## config.mk

```make
export PLATFORM = sky130hd
export DESIGN_NAME = can_fifo_status_pointers
export DESIGN_NICKNAME = d
export VERILOG_FILES = /design/src/can_fifo_pkg.sv /design/src/can_fifo_status_pointers.sv
export SDC_FILE = /design/constraint.sdc
export NUM_CORES = 2
export LEC_CHECK = 0
export BUFFER_PORTS_ARGS = -buffer_cell sky130_fd_sc_hd__buf_2
export CAP_MARGIN = 20
export CORE_MARGIN = 2
export CORE_UTILIZATION = 64
export CTS_CLUSTER_DIAMETER = 100
export CTS_CLUSTER_SIZE = 24
export DETAILED_ROUTE_END_ITERATION = 16
export PLACE_DENSITY = 0.82
export SLEW_MARGIN = 20
export SYNTH_ARGS = -nofsm -noshare
export SYNTH_HDL_FRONTEND = slang
export SYNTH_SLANG_ARGS = --single-unit
export TNS_END_PERCENT = 100
```

## constraint.sdc

```tcl
create_clock -name clk_i -period 4.1 [get_ports clk_i]
set_clock_uncertainty 0.15 [all_clocks]
set_input_delay 0.615 -clock clk_i [delete_from_list [all_inputs] [get_ports clk_i]]
set_output_delay 0.615 -clock clk_i [all_outputs]
set_load 0.1 [all_outputs]
```

## src/can_fifo_pkg.sv

```systemverilog
// Package for the CAN FIFO status, pointer and index block.
// Assumes a plain register port with one-cycle read latency.
package can_fifo_pkg;

  // ---------------------------------------------------------------
  // Register map
  // ---------------------------------------------------------------
  // Address is {fifo number, register select, 2'b00}: each FIFO owns four words.
  localparam logic [1:0] REG_SEL_STATUS  = 2'h0;
  localparam logic [1:0] REG_SEL_UADDR   = 2'h1;
  localparam logic [1:0] REG_SEL_INDEX   = 2'h2;
  localparam logic [1:0] REG_SEL_CONTROL = 2'h3;
  localparam int         ADDR_W          = 8;

  // ---------------------------------------------------------------
  // Field positions
  // ---------------------------------------------------------------
  localparam int STAT_RX_NOT_EMPTY = 0;
  localparam int STAT_RX_HALF      = 1;
  localparam int STAT_RX_FULL      = 2;
  localparam int STAT_RX_OVERFLOW  = 3;
  localparam int STAT_TX_EMPTY     = 8;
  localparam int STAT_TX_HALF      = 9;
  localparam int STAT_TX_NOT_FULL  = 10;
  localparam int CTRL_DIRECTION    = 7;
  localparam int CTRL_INCREMENT    = 13;
  localparam int CTRL_FIFO_RESET   = 14;
  localparam int CTRL_SIZE_LSB     = 16;
  localparam int INDEX_W           = 5;

  // ---------------------------------------------------------------
  // Reset values and modes
  // ---------------------------------------------------------------
  localparam logic [2:0]  MODE_CONFIGURATION = 3'h4;
  localparam logic [4:0]  SIZE_RESET         = 5'h00;
  localparam logic [31:0] BASE_RESET         = 32'h0000_0000;

  typedef struct packed {
    logic                fifo_direction;
    logic [INDEX_W-1:0]  size_m1;
  } fifo_cfg_t;

  typedef struct packed {
    logic                can_event;
    logic                overflow_event;
  } can_side_t;

endpackage

```

## src/can_fifo_status_pointers.sv

```systemverilog
// Status flags, user address and CAN-side index for sixteen message FIFOs.
// Assumes the CAN engine pulses can_advance_i once per message it sends or stores.
// Assumes software leaves the user address alone while in configuration mode.
//
// How it works
// - TX half flag set while at most half full
// - TX empty flag set when nothing queued
// - RX overflow flag set on overflow event
// - RX full flag set when all slots used
// - RX half flag set when at least half
// - RX not-empty flag set when any message
// - Level flags read-only, follow occupancy live
// - TX user address returns head address
// - RX user address returns tail address
// - User address low two bits read zero
// - TX index names next message to send
// - RX index names next slot to fill
// - Index bits above five read zero
// - Sixteen FIFOs, each independent state
// - Direction bit selects transmit or receive
// - Increment request advances head or tail
// - Configuration mode when mode field is 100
module can_fifo_status_pointers
  import can_fifo_pkg::*;
#(
  parameter int NUM_FIFOS  = 16,
  parameter int MSG_BYTES  = 16,
  parameter int MAX_DEPTH  = 32
) (
  // Clock and reset
  input  wire logic              clk_i,
  input  wire logic              rstn_i,
  // Register port
  input  wire logic [ADDR_W-1:0] addr_i,
  input  wire logic [31:0]       wdata_i,
  input  wire logic              write_i,
  input  wire logic              read_i,
  output logic [31:0]            rdata_o,
  // Module control
  input  wire logic [2:0]        operating_mode_field_i,
  input  wire logic [31:0]       message_base_i,
  // CAN engine side
  input  wire logic [NUM_FIFOS-1:0] can_advance_i,
  input  wire logic [NUM_FIFOS-1:0] can_overflow_i,
  output logic [NUM_FIFOS-1:0]   fifo_direction_o,
  output logic                   config_mode_o
);

  // ---------------------------------------------------------------
  // Elaboration checks
  // ---------------------------------------------------------------
  if (NUM_FIFOS != 16) begin : g_bad_count
    $error("NUM_FIFOS must be 16 for the four-bit FIFO address field");
  end
  if (MAX_DEPTH != 32 || MSG_BYTES < 4 || (MSG_BYTES % 4) != 0) begin : g_bad_size
    $error("MAX_DEPTH must be 32 and MSG_BYTES a multiple of four");
  end
  // The FIFO number and register select are cut from fixed address bits.
  if (ADDR_W != 8) begin : g_bad_addr
    $error("ADDR_W must be 8 for the fixed register address layout");
  end

  typedef logic [INDEX_W-1:0] idx_t;
  typedef logic [INDEX_W:0]   cnt_t;

  // ---------------------------------------------------------------
  // Helper functions
  // ---------------------------------------------------------------
  // Wraps a slot index against the FIFO's own depth.
  function automatic idx_t next_slot(input idx_t cur, input idx_t last);
    next_slot = (cur == last) ? '0 : idx_t'(cur + 1'b1);
  endfunction

  // Number of slots; one bit wider than the index so that a full FIFO of
  // the largest depth still differs from an empty one.
  function automatic cnt_t capacity(input idx_t size_m1);
    capacity = cnt_t'(size_m1) + cnt_t'(1);
  endfunction

  // True when the register port addresses one register of one FIFO.
  function automatic logic hits(input logic [3:0] fifo,
                                input logic [1:0] reg_sel,
                                input int         idx,
                                input logic [1:0] want);
    hits = (fifo == 4'(idx)) && (reg_sel == want);
  endfunction

  // ---------------------------------------------------------------
  // Per-FIFO state
  // ---------------------------------------------------------------
  fifo_cfg_t            cfg       [NUM_FIFOS];
  idx_t                 user_ptr  [NUM_FIFOS];
  idx_t                 can_ptr   [NUM_FIFOS];
  cnt_t                 count     [NUM_FIFOS];
  logic [NUM_FIFOS-1:0] overflow;
  fifo_cfg_t            next_cfg      [NUM_FIFOS];
  idx_t                 next_user_ptr [NUM_FIFOS];
  idx_t                 next_can_ptr  [NUM_FIFOS];
  cnt_t                 next_count    [NUM_FIFOS];
  logic [NUM_FIFOS-1:0] next_overflow;
  logic [31:0]          next_rdata;
  logic                 next_config_mode;
  logic [NUM_FIFOS-1:0] next_direction;

  // ---------------------------------------------------------------
  // Register address decode
  // ---------------------------------------------------------------
  // Each FIFO owns four words, so the FIFO number sits above the select.
  logic [3:0] sel_fifo;
  logic [1:0] sel_reg;
  assign sel_fifo = addr_i[7:4];
  assign sel_reg  = addr_i[3:2];

  // ---------------------------------------------------------------
  // Level flags
  // ---------------------------------------------------------------
  // The flags are worked out from the live count, so no stale level can
  // be latched between two reads.
  // Half flags compare twice the count with the depth, so odd depths need no rounding.
  logic [NUM_FIFOS-1:0] f_tx_half, f_tx_empty, f_tx_nfull, f_rx_full, f_rx_half, f_rx_nempty;
  always_comb begin
    for (int i = 0; i < NUM_FIFOS; i++) begin
      logic dir;
      cnt_t cap;
      dir = cfg[i].fifo_direction;
      cap = capacity(cfg[i].size_m1);
      f_tx_half[i]   = dir & ({count[i], 1'b0} <= {1'b0, cap});
      f_tx_empty[i]  = dir & (count[i] == '0);
      f_tx_nfull[i]  = dir & (count[i] != cap);
      f_rx_full[i]   = ~dir & (count[i] == cap);
      f_rx_half[i]   = ~dir & ({count[i], 1'b0} >= {1'b0, cap});
      f_rx_nempty[i] = ~dir & (count[i] != '0);
    end
  end

  // ---------------------------------------------------------------
  // Configuration and mode
  // ---------------------------------------------------------------
  // Direction and size only move in configuration mode, so a running FIFO
  // never changes its meaning under the engine's feet.
  always_comb begin
    logic cfg_mode;
    logic wr_ctrl;
    cfg_mode = (operating_mode_field_i == MODE_CONFIGURATION);
    wr_ctrl  = 1'b0;
    next_config_mode = cfg_mode;
    for (int i = 0; i < NUM_FIFOS; i++) begin
      next_cfg[i]       = cfg[i];
      next_direction[i] = cfg[i].fifo_direction;
      wr_ctrl = write_i && hits(sel_fifo, sel_reg, i, REG_SEL_CONTROL);
      if (wr_ctrl && cfg_mode) begin
        next_cfg[i].fifo_direction = wdata_i[CTRL_DIRECTION];
        next_cfg[i].size_m1        = wdata_i[CTRL_SIZE_LSB +: INDEX_W];
        next_direction[i]          = wdata_i[CTRL_DIRECTION];
      end
    end
  end

  // ---------------------------------------------------------------
  // Pointers, fill count and overflow
  // ---------------------------------------------------------------
  // An increment and an engine event in one cycle cancel in the count unless one is refused
  // at an empty or full FIFO; each accepted move steps its own pointer.
  always_comb begin
    logic wr_ctrl;
    logic inc;
    logic can_ev;
    wr_ctrl = 1'b0;
    inc     = 1'b0;
    can_ev  = 1'b0;
    for (int i = 0; i < NUM_FIFOS; i++) begin
      next_user_ptr[i] = user_ptr[i];
      next_can_ptr[i]  = can_ptr[i];
      next_count[i]    = count[i];
      next_overflow[i] = overflow[i];
      wr_ctrl = write_i && hits(sel_fifo, sel_reg, i, REG_SEL_CONTROL);
      inc     = wr_ctrl && wdata_i[CTRL_INCREMENT];
      can_ev  = can_advance_i[i];
      if (cfg[i].fifo_direction) begin
        // Software fills at the head, the engine drains at its index.
        if (inc && count[i] != capacity(cfg[i].size_m1)) begin
          next_user_ptr[i] = next_slot(user_ptr[i], cfg[i].size_m1);
          next_count[i] = cnt_t'(next_count[i] + 1'b1);
        end
        if (can_ev && count[i] != '0) begin
          next_can_ptr[i] = next_slot(can_ptr[i], cfg[i].size_m1);
          next_count[i] = cnt_t'(next_count[i] - 1'b1);
        end
      end else begin
        // The engine fills at its index, software drains at the tail.
        if (inc && count[i] != '0) begin
          next_user_ptr[i] = next_slot(user_ptr[i], cfg[i].size_m1);
          next_count[i] = cnt_t'(next_count[i] - 1'b1);
        end
        if (can_ev && count[i] != capacity(cfg[i].size_m1)) begin
          next_can_ptr[i] = next_slot(can_ptr[i], cfg[i].size_m1);
          next_count[i] = cnt_t'(next_count[i] + 1'b1);
        end
      end
      // Writing zero clears; a same-cycle overflow still wins.
      if (write_i && hits(sel_fifo, sel_reg, i, REG_SEL_STATUS)
          && !wdata_i[STAT_RX_OVERFLOW]) begin
        next_overflow[i] = 1'b0;
      end
      if (!cfg[i].fifo_direction && (can_overflow_i[i]
          || (can_ev && count[i] == capacity(cfg[i].size_m1)))) begin
        next_overflow[i] = 1'b1;
      end
      if (wr_ctrl && wdata_i[CTRL_FIFO_RESET]) begin
        next_user_ptr[i] = '0;
        next_can_ptr[i]  = '0;
        next_count[i]    = '0;
        next_overflow[i] = 1'b0;
      end
    end
  end

  // ---------------------------------------------------------------
  // Read data
  // ---------------------------------------------------------------
  // Read data stand for one cycle and are zero otherwise, so a bus that
  // ORs several slaves together needs no extra select logic.
  always_comb begin
    next_rdata = '0;
    if (read_i) begin
      case (sel_reg)
        REG_SEL_STATUS: begin
          next_rdata[STAT_RX_NOT_EMPTY] = f_rx_nempty[sel_fifo];
          next_rdata[STAT_RX_HALF]      = f_rx_half[sel_fifo];
          next_rdata[STAT_RX_FULL]      = f_rx_full[sel_fifo];
          next_rdata[STAT_RX_OVERFLOW]  = overflow[sel_fifo] & ~cfg[sel_fifo].fifo_direction;
          next_rdata[STAT_TX_EMPTY]     = f_tx_empty[sel_fifo];
          next_rdata[STAT_TX_HALF]      = f_tx_half[sel_fifo];
          next_rdata[STAT_TX_NOT_FULL]  = f_tx_nfull[sel_fifo];
        end
        REG_SEL_UADDR: begin
          // Value is undefined in configuration mode; software must not rely on it.
          next_rdata = message_base_i
                     + 32'(sel_fifo) * 32'(MAX_DEPTH * MSG_BYTES)
                     + 32'(user_ptr[sel_fifo]) * 32'(MSG_BYTES);
          next_rdata[1:0] = 2'b00;
        end
        REG_SEL_INDEX: begin
          next_rdata[INDEX_W-1:0] = can_ptr[sel_fifo];
        end
        REG_SEL_CONTROL: begin
          next_rdata[CTRL_DIRECTION] = cfg[sel_fifo].fifo_direction;
          next_rdata[CTRL_SIZE_LSB +: INDEX_W] = cfg[sel_fifo].size_m1;
        end
        default: next_rdata = '0;
      endcase
    end
  end

  // ---------------------------------------------------------------
  // Registers
  // ---------------------------------------------------------------
  // Configuration group: every FIFO leaves reset as a one-slot receiver.
  always_ff @(posedge clk_i or negedge rstn_i) begin
    if (!rstn_i) begin
      for (int i = 0; i < NUM_FIFOS; i++) begin
        cfg[i] <= '{fifo_direction: 1'b0, size_m1: SIZE_RESET};
      end
      config_mode_o    <= 1'b0;
      fifo_direction_o <= '0;
    end else begin
      for (int i = 0; i < NUM_FIFOS; i++) begin
        cfg[i] <= next_cfg[i];
      end
      config_mode_o    <= next_config_mode;
      fifo_direction_o <= next_direction;
    end
  end

  // Pointers and counts reset to the first slot of an empty FIFO.
  always_ff @(posedge clk_i or negedge rstn_i) begin
    if (!rstn_i) begin
      for (int i = 0; i < NUM_FIFOS; i++) begin
        user_ptr[i] <= '0;
        can_ptr[i]  <= '0;
        count[i]    <= '0;
      end
      overflow <= '0;
    end else begin
      for (int i = 0; i < NUM_FIFOS; i++) begin
        user_ptr[i] <= next_user_ptr[i];
        can_ptr[i]  <= next_can_ptr[i];
        count[i]    <= next_count[i];
      end
      overflow <= next_overflow;
    end
  end

  // Read data clear themselves one cycle after the read strobe.
  always_ff @(posedge clk_i or negedge rstn_i) begin
    if (!rstn_i) begin
      rdata_o <= '0;
    end else begin
      rdata_o <= next_rdata;
    end
  end

endmodule

```

==> flow_metrics.env <==
export IMPL_status="finished clean"
export IMPL_period_minus_slack_ns=3.88
export IMPL_route_vias_total=35444
export IMPL_ios=160
export IMPL_yosys_register_bits=417
export IMPL_h_tree_depth=1
export IMPL_power_switching_mw=9.28
export IMPL_netlist_instances=4413
export IMPL_finalNonFillerCells=5248
export IMPL_seqCellArea_um2=10400
export IMPL_power_density_nw_per_um2=492
export IMPL_antenna_found_initial=11
export IMPL_drt_vias_per_instance=6.75
export IMPL_grt_pass1_wl_mm=185
export IMPL_pre_cts_ws_ns=-0.182
export IMPL_numPortBuffers=132
export IMPL_synth_seq_area_share_pct=27.5
export IMPL_relSlewSlack_pct=38.4
export IMPL_dieArea_um2=61300
export IMPL_overflow=0
export IMPL_drive_gt1_share_pct=13.8
export IMPL_clk_path_buf_depth=3
export IMPL_setup_viol=0
export IMPL_yosys_warnings=0
export IMPL_irDropWorstVdd_v=0.000488
export IMPL_avgRoutedWirePerCell_um=23.0
export IMPL_seq_power_share_pct=35.1
export IMPL_num_rows=89
export IMPL_rsz0062_at_grt="false"
export IMPL_synth_async_reset_ratio_pct=100
export IMPL_finalNetCount=4791
export IMPL_synth_edf_count=0
export IMPL_cts_tree="built"
export IMPL_max_freq_mhz=258
export IMPL_startpoint_type="flop"
export IMPL_drt_initial_drc_count=4248
export IMPL_die_y_um=248
export IMPL_grt_pass1_vias=32487
export IMPL_ant_nets=0
export IMPL_drc=0
export IMPL_yosys_cell_count_top_type="dfrtp_1"
export IMPL_r2r_cells=12
export IMPL_grt_util_all_layers_pct=38.6
export IMPL_endpoint_kind="flop"
export IMPL_syn_num_nets=4746
export IMPL_clk_latency_ns=0.60
export IMPL_multi_input_area_um2=25900
export IMPL_initial_utilization_pct=64.6
export IMPL_syn_avg_cell_area_um2=8.60
export IMPL_ys_top_cells_by_area="dfrtp_1, xnor2_1, ha_1"
export IMPL_hold_class="in -> reg"
export IMPL_cts_sinks=417
export IMPL_die_w_um=248
export IMPL_grt_max_degree=93
export IMPL_drt_total_wl_mm=121
export IMPL_dr_pass1_iters=10
export IMPL_clkPwrFrac_pct=14.3
export IMPL_total_power_mw=20.0
export IMPL_synthToLayoutAreaGrowth_pct=6.89
export IMPL_setup_ws_ns=0.220
export IMPL_worstSetupPathType="reg -> reg"
export IMPL_cap_viol_max_count=0
export IMPL_dp_hpwl_mm=90.3
export IMPL_fillerInstances=4735
export IMPL_dp_cells=5204
export IMPL_synth_common_cells="dfrtp_1, nand2_1, nor2_1"
export IMPL_period_share_pct=94.6
export IMPL_netlist_area_um2=38000
export IMPL_whs_path_depth=3
export IMPL_finalMaxSlewViolations=0
export IMPL_root_buffer="clkbuf_16"
export IMPL_synth_top_cell_area_share_pct=27.5
export IMPL_p_comb_share_pct=50.6
export IMPL_p_int_mw=10.7
export IMPL_worstMarginPinSlew_ns=0.917
export IMPL_synth_ff_type="dfrtp_1"
export IMPL_hold_viol=0
export IMPL_arrival_ns=4.18
export IMPL_worst_ep_required_time_ns=4.40
export IMPL_place_gp_congestion=1.04
export IMPL_yosysTopAreaCell="dfrtp_1"
export IMPL_synth_distinct_cells=105
export IMPL_core_um2=58800
export IMPL_numCtsBuffers=24
export IMPL_setup_tns_ns=0
export IMPL_power_leakage_nw=17.3
export IMPL_cp_max_fo=9
export IMPL_p_sw_share_pct=46.5
export IMPL_clkTransAtPathRegs_ns=0.10
==> placed cells by master, fill, tap and decap left out, types with 148 or more instances in the layout <==
master,netlist,layout
nor3_1,160,160
ha_1,221,220
nand2_1,388,388
inv_1,148,148
nor2_1,358,358
xor2_1,198,198
a21oi_1,209,206
buf_4,2,152
xnor2_1,331,331
o21ai_0,251,250
nand3_1,276,276
dfrtp_1,417,417
==> worst paths after layout <==
check                                   start      endpoint  slack (ns)
max in group asynchronous              rstn_i     count[16]        2.32
hold / removal             message_base_i[29]   rdata_o[29]        0.14
setup / recovery                      cfg[24]    rdata_o[9]        0.22
setup reg to reg                      cfg[24]    rdata_o[9]        0.22
hold reg to reg                  overflow[10]  overflow[10]        0.38
min in group asynchronous              rstn_i     count[80]        0.47
==> metrics by stage <==
stage | hold slack [ns] | util [%] | instance area (um2)
floorplan | 0.169 | - | 38100
global placement | 0.344 | 67.6 | 39800
detailed placement | 0.352 | 67.6 | 39800
CTS | 0.133 | 69.0 | 40600
global route | 0.154 | 69.0 | 40600
finish | 0.145 | 69.0 | 40600
==> routing by layer <==
layer,part of all wire [%],GRT usage [%],vias to the layer above
met5,0.065,0,-
met4,6.1,20.0,10
met3,12,8.53,432
met2,44,58.8,2070
met1,38,51.5,16881
li1,-,-,16051
==> power by group through the flow <==
stage	Sequential [mW]	Clock, mW	Combinational (mW)
6_report	7.02	2.85	10.1
5_1_grt	7.18	2.99	11.2
4_1_cts	6.94	2.86	9.93
3_5_place_dp	7.02	0	9.86
3_3_place_gp	7.00	0	9.51
2_1_floorplan	5.97	0	8.38
==> flip-flops by register name, indices dropped and copies added, names as in the netlist <==
signal and cells:
cfg 96, count 96, can_ptr 80, user_ptr 80, rdata_o 32, fifo_direction_o 16, overflow 16, config_mode_o 1
==> kinds of logic after synthesis <==
logic type               after synthesis  synth area share [%]
AO/OA/AOI/OAI                        941                  16.4
multiplexers                         286                  10.8
AND/OR/NAND/NOR                     1580                  20.4
flip-flops                           417                  27.5
buffers and inverters                422                  4.42
adder cells (fa/ha/maj)              222                  7.34
XOR/XNOR                             545                  13.2
==> final cells by class <==
cell class,instances,share of cell area [%]
clock buffers,28,1.62
flip-flops and latches,417,25.7
repair buffers,290,4.79
inverters,151,1.40
diodes,5,0.0308
well taps,773,2.38
multi-input cells,3574,63.7
clock inverters,10,0.324
==> critical path, cell delays in order, from the launching register on <==
cell and delay [ns]:
dfrtp_1 0.59, ha_1 0.35, nand3_1 0.13, xor2_1 0.17
ha_1 0.32, nand4b_1 0.11, o21ai_0 0.31, o21ai_0 0.26
a21oi_1 0.30, a21oi_1 0.11, mux4_2 0.47, mux2i_1 0.34
o22ai_1 0.13
==> timing repair <==
action	4_1_cts	5_1_grt
gates resized for setup	0	0
setup buffers	0	0
endpoints found under the hold margin	85	0
hold buffers	1	0
Note: power is estimated with default switching activity, not from simulation.
